[src/core/pld_pkg.sv]
// shared constants, register layout and frame types for the lock detect configuration slice
package pld_pkg;
	// serial frame geometry
	localparam int          REG_W         = 24;
	localparam int          FRAME_W       = 32;
	localparam int          HDR_W         = 8;
	// register offsets
	localparam logic [3:0]  OFS_FRAC      = 4'h4;
	localparam logic [3:0]  OFS_MOD       = 4'h6;
	localparam logic [3:0]  OFS_LKD       = 4'h7;
	localparam logic [3:0]  OFS_AEN       = 4'h8;
	localparam logic [3:0]  OFS_SDO_CFG   = 4'hf;
	// reset values
	localparam logic [23:0] RST_FRAC      = 24'h000000;
	localparam logic [23:0] RST_MOD       = 24'h030f0a;
	localparam logic [23:0] RST_LKD       = 24'h200844;
	localparam logic [23:0] RST_AEN       = 24'h01bfff;
	localparam logic [23:0] RST_SDO_CFG   = 24'h000000;
	localparam logic [2:0]  RST_CHIP      = 3'h0;
	// field positions outside the structs
	localparam int          BIT_AUTOSEED  = 8;
	localparam int          BIT_MOD_EN    = 11;
	localparam int          BIT_SDO_DRIVE = 7;
	// chip address that may keep the serial output on a shared bus
	localparam logic [2:0]  SHARED_CHIP   = 3'h0;
	// consecutive in-window counts per window code
	localparam logic [15:0] WIN_CNT_0     = 16'h0005;
	localparam logic [15:0] WIN_CNT_1     = 16'h0020;
	localparam logic [15:0] WIN_CNT_2     = 16'h0060;
	localparam logic [15:0] WIN_CNT_3     = 16'h0100;
	localparam logic [15:0] WIN_CNT_4     = 16'h0200;
	localparam logic [15:0] WIN_CNT_5     = 16'h0800;
	localparam logic [15:0] WIN_CNT_6     = 16'h2000;
	localparam logic [15:0] WIN_CNT_7     = 16'hffff;

	typedef struct packed {
		logic [1:0] rsv_hi;
		logic       slip_prev_en;
		logic       train;
		logic [7:0] rsv_mid;
		logic       det_en;
		logic [7:0] rsv_lo;
		logic [2:0] wincnt;
	} pld_lkd_t;

	typedef struct packed {
		logic       rsv_top;
		logic       sdo_lvl_3v;
		logic       hf_ref;
		logic [9:0] rsv_hi;
		logic       bias_en;
		logic [3:0] rsv_mid;
		logic       out_pin_en;
		logic [4:0] rsv_lo;
	} pld_aen_t;

	typedef struct packed {
		logic        rd;
		logic [2:0]  chip;
		logic [3:0]  addr;
		logic [23:0] data;
	} pld_frame_t;

	// window code to required consecutive count
	function automatic logic [15:0] pld_win_target(input logic [2:0] code);
		case (code)
			3'h0:    pld_win_target = WIN_CNT_0;
			3'h1:    pld_win_target = WIN_CNT_1;
			3'h2:    pld_win_target = WIN_CNT_2;
			3'h3:    pld_win_target = WIN_CNT_3;
			3'h4:    pld_win_target = WIN_CNT_4;
			3'h5:    pld_win_target = WIN_CNT_5;
			3'h6:    pld_win_target = WIN_CNT_6;
			default: pld_win_target = WIN_CNT_7;
		endcase
	endfunction : pld_win_target
endpackage : pld_pkg

[src/core/pld_config_regs.sv]
// serial-written lock detect, modulator and analog enable configuration registers
`timescale 1ns/10ps
module pld_config_regs
	import pld_pkg::*;
(
	input  wire logic        clk_i,
	input  wire logic        rst_n_i,
	input  wire logic        sclk_i,
	input  wire logic        sen_i,
	input  wire logic        sdi_i,
	input  wire logic [2:0]  chip_addr_i,
	input  wire logic        ext_vco_sel_i,
	input  wire logic        pd_tick_i,
	input  wire logic        in_window_i,
	input  wire logic        phase_err_large_i,
	output logic             lock_serial_out_pin_o,
	output logic             lock_serial_out_pin_oe_o,
	output logic             sdo_level_3v_o,
	output logic [23:0]      frac_value_o,
	output logic             frac_load_o,
	output logic             seed_load_o,
	output logic             mod_enable_o,
	output logic             locked_o,
	output logic             training_o,
	output logic             cp_boost_o,
	output logic             bias_enable_o,
	output logic             hf_ref_o
);
	// pin synchronisers and filtered levels
	logic [2:0]  sclk_s, sen_s, sdi_s;
	logic        sclk_f, sen_f, sdi_f;
	logic        sclk_rise, sclk_fall, sen_rise, sen_fall;
	// frame shifter
	logic [31:0] shift_r;
	logic [5:0]  bit_cnt_r;
	logic        hdr_seen_r;
	logic        rd_act_r;
	logic [23:0] rd_sh_r;
	logic [23:0] rd_data;
	pld_frame_t  frm;
	logic        wr_ok;
	// registers
	logic [2:0]  chip_r;
	logic        strap_done_r;
	logic [23:0] frac_r;
	logic [23:0] mod_r;
	pld_lkd_t    lkd_r;
	pld_aen_t    aen_r;
	logic [23:0] sdo_cfg_r;
	logic        train_pulse_r;
	logic        oe_nxt;
	logic        first_r;

	// three stages per pin; a level counts once stages two and three agree
	always_ff @(posedge clk_i or negedge rst_n_i) begin
		if (!rst_n_i) begin
			sclk_s <= 3'h0;
			sen_s  <= 3'h0;
			sdi_s  <= 3'h0;
		end else begin
			sclk_s <= {sclk_s[1:0], sclk_i};
			sen_s  <= {sen_s[1:0], sen_i};
			sdi_s  <= {sdi_s[1:0], sdi_i};
		end
	end

	// filtered levels move only on agreement, rejecting single-sample glitches
	always_ff @(posedge clk_i or negedge rst_n_i) begin
		if (!rst_n_i) begin
			sclk_f <= 1'b0;
			sen_f  <= 1'b0;
			sdi_f  <= 1'b0;
		end else begin
			if (sclk_s[1] == sclk_s[2]) sclk_f <= sclk_s[2];
			if (sen_s[1] == sen_s[2])   sen_f  <= sen_s[2];
			if (sdi_s[1] == sdi_s[2])   sdi_f  <= sdi_s[2];
		end
	end

	// edge events of the filtered link clock and enable
	assign sclk_rise = (sclk_s[1] == sclk_s[2]) && sclk_s[2] && !sclk_f;
	assign sclk_fall = (sclk_s[1] == sclk_s[2]) && !sclk_s[2] && sclk_f;
	assign sen_rise  = (sen_s[1] == sen_s[2]) && sen_s[2] && !sen_f;
	assign sen_fall  = (sen_s[1] == sen_s[2]) && !sen_s[2] && sen_f;

	// chip address strap caught once after reset release
	always_ff @(posedge clk_i or negedge rst_n_i) begin
		if (!rst_n_i) begin
			chip_r       <= RST_CHIP;
			strap_done_r <= 1'b0;
		end else if (!strap_done_r) begin
			chip_r       <= chip_addr_i;
			strap_done_r <= 1'b1;
		end
	end

	// shift sdi in on rising sclk, msb first, while enable is high
	always_ff @(posedge clk_i or negedge rst_n_i) begin
		if (!rst_n_i) begin
			shift_r   <= 32'h00000000;
			bit_cnt_r <= 6'h00;
		end else if (sen_rise) begin
			bit_cnt_r <= 6'h00;
		end else if (sen_f && sclk_rise) begin
			shift_r <= {shift_r[30:0], sdi_f};
			if (bit_cnt_r != 6'h3f) begin
				bit_cnt_r <= bit_cnt_r + 6'h01;
			end
		end
	end

	// a write commits only on a whole frame for this chip; short or long frames drop
	assign frm   = pld_frame_t'(shift_r);
	assign wr_ok = sen_fall && (bit_cnt_r == 6'(FRAME_W)) && !frm.rd && (frm.chip == chip_r);

	// register file; reserved fields store what the host writes
	always_ff @(posedge clk_i or negedge rst_n_i) begin
		if (!rst_n_i) begin
			frac_r    <= RST_FRAC;
			mod_r     <= RST_MOD;
			lkd_r     <= RST_LKD;
			aen_r     <= RST_AEN;
			sdo_cfg_r <= RST_SDO_CFG;
		end else if (wr_ok) begin
			case (frm.addr)
				OFS_FRAC:    frac_r    <= frm.data;
				OFS_MOD:     mod_r     <= frm.data;
				OFS_LKD:     lkd_r     <= frm.data;
				OFS_AEN:     aen_r     <= frm.data;
				OFS_SDO_CFG: sdo_cfg_r <= frm.data;
				default:     ;
			endcase
		end
	end

	// readback mux; unmapped offsets read zero
	always_comb begin
		case (shift_r[3:0])
			OFS_FRAC:    rd_data = frac_r;
			OFS_MOD:     rd_data = mod_r;
			OFS_LKD:     rd_data = lkd_r;
			OFS_AEN:     rd_data = aen_r;
			OFS_SDO_CFG: rd_data = sdo_cfg_r;
			default:     rd_data = 24'h000000;
		endcase
	end

	// header done: every header loads the data shifter; a read for this chip activates it
	always_ff @(posedge clk_i or negedge rst_n_i) begin
		if (!rst_n_i) begin
			hdr_seen_r <= 1'b0;
			rd_act_r   <= 1'b0;
			rd_sh_r    <= 24'h000000;
		end else if (sen_rise || sen_fall) begin
			hdr_seen_r <= 1'b0;
			rd_act_r   <= 1'b0;
		end else if (sen_f && !hdr_seen_r && bit_cnt_r == 6'(HDR_W)) begin
			hdr_seen_r <= 1'b1;
			rd_act_r   <= shift_r[7] && (shift_r[6:4] == chip_r);
			rd_sh_r    <= rd_data;
		end else if (rd_act_r && sclk_fall) begin
			rd_sh_r <= {rd_sh_r[22:0], 1'b0};
		end
	end

	// serial output: read data during a read, lock status otherwise
	always_ff @(posedge clk_i or negedge rst_n_i) begin
		if (!rst_n_i) begin
			lock_serial_out_pin_o <= 1'b0;
		end else if (rd_act_r) begin
			if (sclk_fall) lock_serial_out_pin_o <= rd_sh_r[23];
		end else begin
			lock_serial_out_pin_o <= locked_o;
		end
	end

	// driver enable; the zero-address exception lets one part own a shared bus
	always_comb begin
		if (!aen_r.out_pin_en) begin
			oe_nxt = 1'b0;
		end else if (sdo_cfg_r[BIT_SDO_DRIVE]) begin
			oe_nxt = 1'b1;
		end else begin
			// stay off until the strap is caught, never drive on a guessed address
			oe_nxt = strap_done_r && (chip_r == SHARED_CHIP);
		end
	end

	always_ff @(posedge clk_i or negedge rst_n_i) begin
		if (!rst_n_i) begin
			lock_serial_out_pin_oe_o <= 1'b0;
		end else begin
			lock_serial_out_pin_oe_o <= oe_nxt;
		end
	end

	// fractional write strobes; seed reload only with autoseed set
	always_ff @(posedge clk_i or negedge rst_n_i) begin
		if (!rst_n_i) begin
			frac_load_o <= 1'b0;
			seed_load_o <= 1'b0;
		end else begin
			frac_load_o <= wr_ok && (frm.addr == OFS_FRAC);
			seed_load_o <= wr_ok && (frm.addr == OFS_FRAC) && mod_r[BIT_AUTOSEED];
		end
	end

	assign frac_value_o = frac_r;

	// training fires on a written 0-to-1 only, so rewriting 1 is harmless
	always_ff @(posedge clk_i or negedge rst_n_i) begin
		if (!rst_n_i) begin
			train_pulse_r <= 1'b0;
		end else begin
			train_pulse_r <= wr_ok && (frm.addr == OFS_LKD) && frm.data[20] && !lkd_r.train;
		end
	end

	// slip boost holds to the end of the comparison cycle; a new excess wins over the end
	always_ff @(posedge clk_i or negedge rst_n_i) begin
		if (!rst_n_i) begin
			cp_boost_o <= 1'b0;
		end else if (!lkd_r.slip_prev_en) begin
			cp_boost_o <= 1'b0;
		end else if (phase_err_large_i) begin
			cp_boost_o <= 1'b1;
		end else if (pd_tick_i) begin
			cp_boost_o <= 1'b0;
		end
	end

	// static analog controls, registered to keep outputs glitch free
	always_ff @(posedge clk_i or negedge rst_n_i) begin
		if (!rst_n_i) begin
			mod_enable_o   <= 1'b0;
			bias_enable_o  <= 1'b0;
			hf_ref_o       <= 1'b0;
			sdo_level_3v_o <= 1'b0;
		end else begin
			mod_enable_o   <= mod_r[BIT_MOD_EN];
			bias_enable_o  <= aen_r.bias_en && ext_vco_sel_i;
			hf_ref_o       <= aen_r.hf_ref;
			sdo_level_3v_o <= aen_r.sdo_lvl_3v;
		end
	end

	pld_lock_det u_lock_det (
		.clk_i       (clk_i),
		.rst_n_i     (rst_n_i),
		.enable_i    (lkd_r.det_en),
		.train_i     (train_pulse_r),
		.wincnt_i    (lkd_r.wincnt),
		.pd_tick_i   (pd_tick_i),
		.in_window_i (in_window_i),
		.locked_o    (locked_o),
		.training_o  (training_o)
	);

	// marks the first cycle after release for reset value checks
	always_ff @(posedge clk_i or negedge rst_n_i) begin
		if (!rst_n_i) first_r <= 1'b1;
		else          first_r <= 1'b0;
	end
endmodule : pld_config_regs

[src/core/pld_lock_det.sv]
// consecutive in-window counter that declares and drops lock
`timescale 1ns/10ps
module pld_lock_det
	import pld_pkg::*;
(
	input  wire logic       clk_i,
	input  wire logic       rst_n_i,
	input  wire logic       enable_i,
	input  wire logic       train_i,
	input  wire logic [2:0] wincnt_i,
	input  wire logic       pd_tick_i,
	input  wire logic       in_window_i,
	output logic            locked_o,
	output logic            training_o
);
	logic [15:0] cnt_r;
	logic [15:0] target;
	logic        count_en;

	assign target   = pld_win_target(wincnt_i);
	// counting pauses while a retraining waits for its comparison cycle
	assign count_en = pd_tick_i && enable_i && !training_o && !train_i;

	// retraining holds off counting until the next comparison edge
	always_ff @(posedge clk_i or negedge rst_n_i) begin
		if (!rst_n_i) begin
			training_o <= 1'b0;
		end else if (train_i) begin
			training_o <= 1'b1;
		end else if (pd_tick_i) begin
			training_o <= 1'b0;
		end
	end

	// consecutive count; any miss restarts from zero
	always_ff @(posedge clk_i or negedge rst_n_i) begin
		if (!rst_n_i) begin
			cnt_r    <= 16'h0000;
			locked_o <= 1'b0;
		end else if (!enable_i || train_i) begin
			cnt_r    <= 16'h0000;
			locked_o <= 1'b0;
		end else if (count_en) begin
			if (in_window_i) begin
				if (cnt_r < target) begin
					cnt_r <= cnt_r + 16'h0001;
				end
				locked_o <= (cnt_r + 16'h0001 >= target) || locked_o;
			end else begin
				cnt_r    <= 16'h0000;
				locked_o <= 1'b0;
			end
		end
	end
endmodule : pld_lock_det

[config.mk]
export PLATFORM = sky130hd
export DESIGN_NAME = pld_config_regs
export DESIGN_NICKNAME = d
export VERILOG_FILES = /design/src/core/pld_pkg.sv /design/src/core/pld_config_regs.sv /design/src/core/pld_lock_det.sv
export SDC_FILE = /design/constraint.sdc
export NUM_CORES = 1
export LEC_CHECK = 0
export BUFFER_PORTS_ARGS = -buffer_cell sky130_fd_sc_hd__buf_2
export CAP_MARGIN = 20
export CORE_AREA = 4 4 165 135
export CTS_CLUSTER_SIZE = 16
export DETAILED_ROUTE_END_ITERATION = 7
export DIE_AREA = 0 0 169 139
export PLACE_DENSITY = 0.78
export SLEW_MARGIN = 20
export SYNTH_ARGS = -nofsm -noshare
export SYNTH_HDL_FRONTEND = slang
export SYNTH_SLANG_ARGS = --single-unit
[constraint.sdc]
create_clock -name clk_i -period 5.6 [get_ports clk_i]
set_input_delay 1.12 -clock clk_i [delete_from_list [all_inputs] [get_ports clk_i]]
set_output_delay 1.12 -clock clk_i [all_outputs]
set_load 0.05 [all_outputs]
======== After elaboration in Yosys (flattened, before gate mapping) ========
Index checks and enable logic that the tools add are counted.
word-level totals
  input port bits ......................... 12
  register bits ........................... 228
  output and inout bits ................... 35
cells by class
  magnitude comparators ................... 2
  eq/ne operators ......................... 27
  bitwise operators ....................... 2
  add/subtract/negate cells ............... 2
  multiplexer cells ....................... 26
  reductions and logical operators ........ 56
operator list
  cell                   number
  $pmux 24 s5            1
  $pmux 16 s7            1
  $mux 16                4
  $mux 24                2
  $logic_and 1x1->1      26
  $eq 4x3->1 const B     6
  $mux 6                 3
  $reduce_and 2->1       9
  $add 16x1->16 const B  1
  $eq 4x4->1 const B     4
  $ge 16x16->1           1
  $lt 16x16->1           1
  $mux 1                 15
  $reduce_bool 2->1      6
  $logic_not 1->1        10
  $eq 3x3->1 const B     3
  $add 6x1->6 const B    1
  $eq 3x2->1 const B     2
  $eq 3x3->1             2
  $eq 6x4->1 const B     1
  $eq 6x6->1 const B     1
  $logic_not 3->1        2
  $ne 6x6->1 const B     1
  $eq 1x1->1             3
  6 further kinds        9

======== Depth between registers and ports, before layout ========
  depth after elaboration ................. 9
  mapped depth ............................ 13

======== Hierarchy ========
A second synthesis with hierarchy kept.
unflattened totals
  cell total of the unflattened synthesis .. 858
  area total of the unflattened synthesis .. 11115.7 um^2
by module, submodules not included
  module           instances  cells an instance  area an instance (um^2)  sequential area each (um^2)
  pld_config_regs  1          654                9263.9                   5290.1
  pld_lock_det     1          204                1851.8                   450.4

======== Least setup slack after synthesis ========
Ideal clock, no wire load.
  kind .................................... register to register
  start ................................... register lkd_r[2] (netlist bit)
  end ..................................... register u_lock_det.cnt_r[9]
  stages on the path, launching flop included .. 13
  setup slack ............................. 2299 ps
  library setup time ...................... 126 ps
  path buffers ............................ 2
  period minus slack after synthesis ...... 3301 ps
  arrival ................................. 3175 ps
  cell sequence ........................... dfstp_2 > buf_6 > nand3_1 > and2_1 > inv_1 > ha_1 > inv_1 > a21o_1 > maj3_2 > a2111o_1 > o21a_4 > buf_6 > a221o_1
between the ends
  cells in the longest elaborated chain, start to end .. 5
  elaborated cells between the ends (all ways) .. 11
  those cells by class .................... order compare (1); eq/ne (7); mux (1); reduce/logical (2)
RTL lines
  element                                   line                    text
  from (decl)                               pld_config_regs.sv:47   pld_lkd_t lkd_r;
  from (signal assigned)                    pld_config_regs.sv:128  OFS_LKD: lkd_r <= frm.data;
  $eq 3x3->1, or another cell as far along  pld_pkg.sv:66           case (code)
  $pmux 16 s7 *                             pld_pkg.sv:66
  $lt 16x16->1 *                            pld_lock_det.sv:45      if (cnt_r < target) begin
  $ne 3x1->1 (no source line) *             --
  $reduce_and 2->1 (no source line) *       --
  to (signal assigned)                      pld_lock_det.sv:46      cnt_r <= cnt_r + 16'h0001;
  to (decl)                                 pld_lock_det.sv:16      logic [15:0] cnt_r;
Mark *: on every way between the ends. The rest lies on a longest branch, timed or not.
A chain may end at the register's enable or synchronous reset.

======== Worst setup path after layout ========
  start ................................... register lkd_r[2] (netlist bit)
  end ..................................... register u_lock_det.cnt_r[0]
The elaborated chain is that of the path after synthesis.

==> results.rst <==
.. list-table::
   :header-rows: 1

   * - Metric
     - Value
   * - Worst-case clock buffer depth
     - 3
   * - Smallest hold slack
     - between 0.3 and 0.4 ns
   * - Post-synthesis cell count
     - 931
   * - Setup repair bufs after CTS
     - 0
   * - Max Cap Violations
     - 0
   * - Synth Cell Area
     - 10600 um^2
   * - Min-Delay Path Class
     - reg -> reg
   * - Number of distinct library cells after synthesis
     - 53
   * - Sequential-to-total area share from yosys stat
     - 0.541
   * - Biggest fanout along the worst timing path
     - 18
   * - Slew at the pin closest to its max-slew limit
     - ~1 ns
   * - Mean Syn Cell Area
     - between 10 and 15 um^2
   * - Floorplan die height
     - ~140 um
   * - Crit-path slowest cell
     - nor2_1
   * - Endpoints failing hold
     - 0
   * - Share of the clock period used by the worst path after layout
     - 0.739
   * - Antenna fix cells
     - 0
   * - DRT Wirelength
     - 23900 um
   * - RSZ-0062 raised after global routing
     - no
   * - Type of destination of the critical path
     - register
   * - Most used cells in the layout excluding fill and tap cells
     - dfrtp_1 (200), nand2_1 (147), mux2_2 (132)
   * - Post-synth top flop
     - dfrtp_1
   * - Total congestion overflow after global routing
     - 0
   * - RePlAce Congestion
     - between 0.8 and 0.9
   * - Required time reported for the critical path endpoint
     - 6.03 ns
   * - Total CTS buffers
     - 23
   * - TritonCTS clock tree
     - yes
   * - Reported leakage power
     - 5.75 nW
   * - Flip-flop and latch count after synthesis
     - 228
   * - Floorplan core area
     - 20500 um^2
   * - Total GRT Usage
     - 0.205
   * - Number of enable flip-flop cells after synthesis
     - 0
   * - Total cell area at the placement stage
     - 11100 um^2
   * - H-tree depth
     - 1
   * - Net count of the finished layout
     - slightly above 1000
   * - Final HPWL DP
     - ~15000 um
   * - Drc violations
     - 0
   * - Average wire length per cell after detail routing
     - 19.2 um
   * - Post-DR vias/cell
     - 5.90
   * - Nets in the synthesized netlist
     - 980
   * - Total Die Area
     - 23500 um^2
   * - Vias in the first global route
     - 7381
   * - Setup-violating endpoint count in the final report
     - 0
   * - Maximum number of pins on one net before global-route repair
     - 142
   * - Min Clock Period, post-route
     - a little over 4 ns
   * - Fraction of final layout cells with drive strength greater than 1
     - 0.281
   * - Synth warnings
     - 0
   * - Detail Route Antenna Nets
     - 0
   * - Result of the run
     - finished clean
   * - CP Class
     - reg -> reg
   * - Final worst clock skew
     - roughly 0.0097 ns
   * - Worst vdd rail ir drop
     - 0.288 mV
   * - Number of slew-limit violations in the final report
     - 0
   * - Power per standard cell area
     - 296 nW/um^2
   * - Relative area change from synthesis to final layout
     - 12.6%
   * - Number of antenna violations at the first check in global routing
     - 0
   * - Final cell count without fillers
     - 1246
   * - First-pass GRT wire length
     - 39800 um
   * - Post-Route Setup TNS
     - 0 ns
   * - Tightest slew margin relative to the limit
     - 0.311
   * - Series of cell instances along the critical path
     - nand3_1 -> and2_1 -> inv_1 -> ha_1 -> inv_1 -> a21o_1 -> maj3_2 -> a2111o_1 -> nor2_1 -> mux2_2
   * - CP arrival
     - 4.57 ns
   * - Commonest non-fill, non-tap cell in the layout
     - dfrtp_1
   * - Slowest stage delay, CP
     - 0.83 ns
   * - Clock latency reported for the late side of the worst-skew pair
     - 0.50 ns
   * - Post-CTS sizing
     - 0
   * - Maximum clock frequency
     - about 240 MHz
   * - Core Rows
     - 47
   * - Share of synthesized registers carrying an async set or reset
     - 1.00
   * - Drt first pass iters
     - 5
   * - Placed Cells incl. Taps
     - 1204
   * - Cell type with the highest occurrence count on the critical path
     - inv_1
   * - Starting density of the core
     - 0.517
   * - Total vias in the final route
     - roughly 7400
   * - Die boundary width
     - 169 um
   * - Number of ports placed on the die boundary
     - 47
   * - Setup ws final
     - between 1 and 1.5 ns
   * - Startpoint types
     - register
   * - Post-Layout Inst Area
     - 11900 um^2
   * - Clk slew on worst S/H paths
     - 0.06 ns
   * - Hold buffer count at cts
     - 0
   * - Clock Root Buffer
     - clkbuf_16
   * - TritonCTS sink count
     - ~230
   * - Starting DRT DRC Count
     - just under 700
   * - Number of port buffers
     - 46
   * - Setup slack at placement
     - ~1.5 ns
[report_power, final]
part           switching [W]  total [W]  leakage [nW]  internal [W]
combinational       0.000134   0.000203          2.32     0.0000684
sequential         0.0000813    0.00176          3.04       0.00168
clock               0.000622    0.00157         0.392      0.000950
total               0.000838    0.00353          5.75       0.00270
[worst paths after layout]
path                          start                  end  slack [ns]  depth (start not counted)
setup / recovery           lkd_r[2]  u_lock_det.cnt_r[0]        1.46                         10
hold / removal             sdi_s[0]             sdi_s[1]        0.35                          0
setup reg to reg           lkd_r[2]  u_lock_det.cnt_r[0]        1.46                         10
hold reg to reg            sdi_s[0]             sdi_s[1]        0.35                          0
max in group asynchronous   rst_n_i             aen_r[1]        3.74                          3
min in group asynchronous   rst_n_i             sen_s[1]        0.49                          1
[sequential cells by signal, indices dropped and copies added (netlist names), 3 cells and up]
| signal | cells |
|---|---|
| mod_r | 24 |
| frac_value_o | 24 |
| u_lock_det.cnt_r | 16 |
| frm | 32 |
| sen_s | 3 |
| rd_sh_r | 24 |
| sdo_cfg_r | 24 |
| sclk_s | 3 |
| chip_r | 3 |
| aen_r | 24 |
| bit_cnt_r | 6 |
| sdi_s | 3 |
| lkd_r | 24 |
[final cells by class]
cell class	instances	area [um^2]
Clock inverter	7	85.1
Multi-Input combinational cell	631	4630
Timing Repair Buffer	64	395
Sequential cell	228	5740
Clock buffer	34	697
Tap cell	269	337
Inverter	13	48.8
Fill cell	1657	8590
[cells by family (layout without fill, tap and decap cells)]
logic type | count (synthesis) | in the layout | synth area share
buffers and inverters | 72 | 118 | 0.0277
adder cells (fa/ha/maj) | 40 | 40 | 0.0466
AO/OA/AOI/OAI | 149 | 149 | 0.0972
multiplexers | 133 | 133 | 0.141
flip-flops | 228 | 228 | 0.541
XOR/XNOR | 26 | 26 | 0.0215
other | 1 | 1 | 0.000354
AND/OR/NAND/NOR | 282 | 282 | 0.124
[Yosys cell counts (all sizes together) (7+ instances only)]
master  count  share of area
ha         37          0.044
mux2      132           0.14
nor2       29          0.010
a21oi      35          0.017
nand2     147          0.052
nor4b       8         0.0072
xnor2      15          0.012
xor2       11         0.0091
a22oi      24          0.017
inv        13         0.0046
dfrtp     200           0.47
o21ai      32          0.015
nand2b      8         0.0047
dfstp      28          0.069
a221oi     21          0.017
nand3      37          0.017
a221o      11          0.010
nor3       11         0.0052
nor2b       7         0.0041
clkbuf     49          0.017
buf        10         0.0058
[layer usage]
layer | vias up | part of all wire | GRT usage
li1 | 3381 | - | -
met1 | 3716 | 0.48 | 0.315
met2 | 221 | 0.45 | 0.316
met3 | 33 | 0.057 | 0.0282
met4 | 0 | 0.016 | 0.0364
met5 | - | 0 | 0
[metrics by stage]
| step | util | power (W) |
|---|---|---|
| floorplan | - | 0.00186 |
| global placement | 0.542 | 0.00197 |
| detailed placement | 0.542 | 0.00198 |
| CTS | 0.580 | 0.00355 |
| global route | 0.582 | 0.00366 |
| finish | 0.582 | 0.00353 |
[worst max-delay path: cells and delay by family (launching register included)]
family	cells	cell delay, ns
compound gates	2	0.81
fa+ha+maj	2	0.45
buf+inv	2	0.13
flops	1	0.61
mux	1	0.30
simple gates	3	1.77
Note: power is estimated with default switching activity, not from simulation.
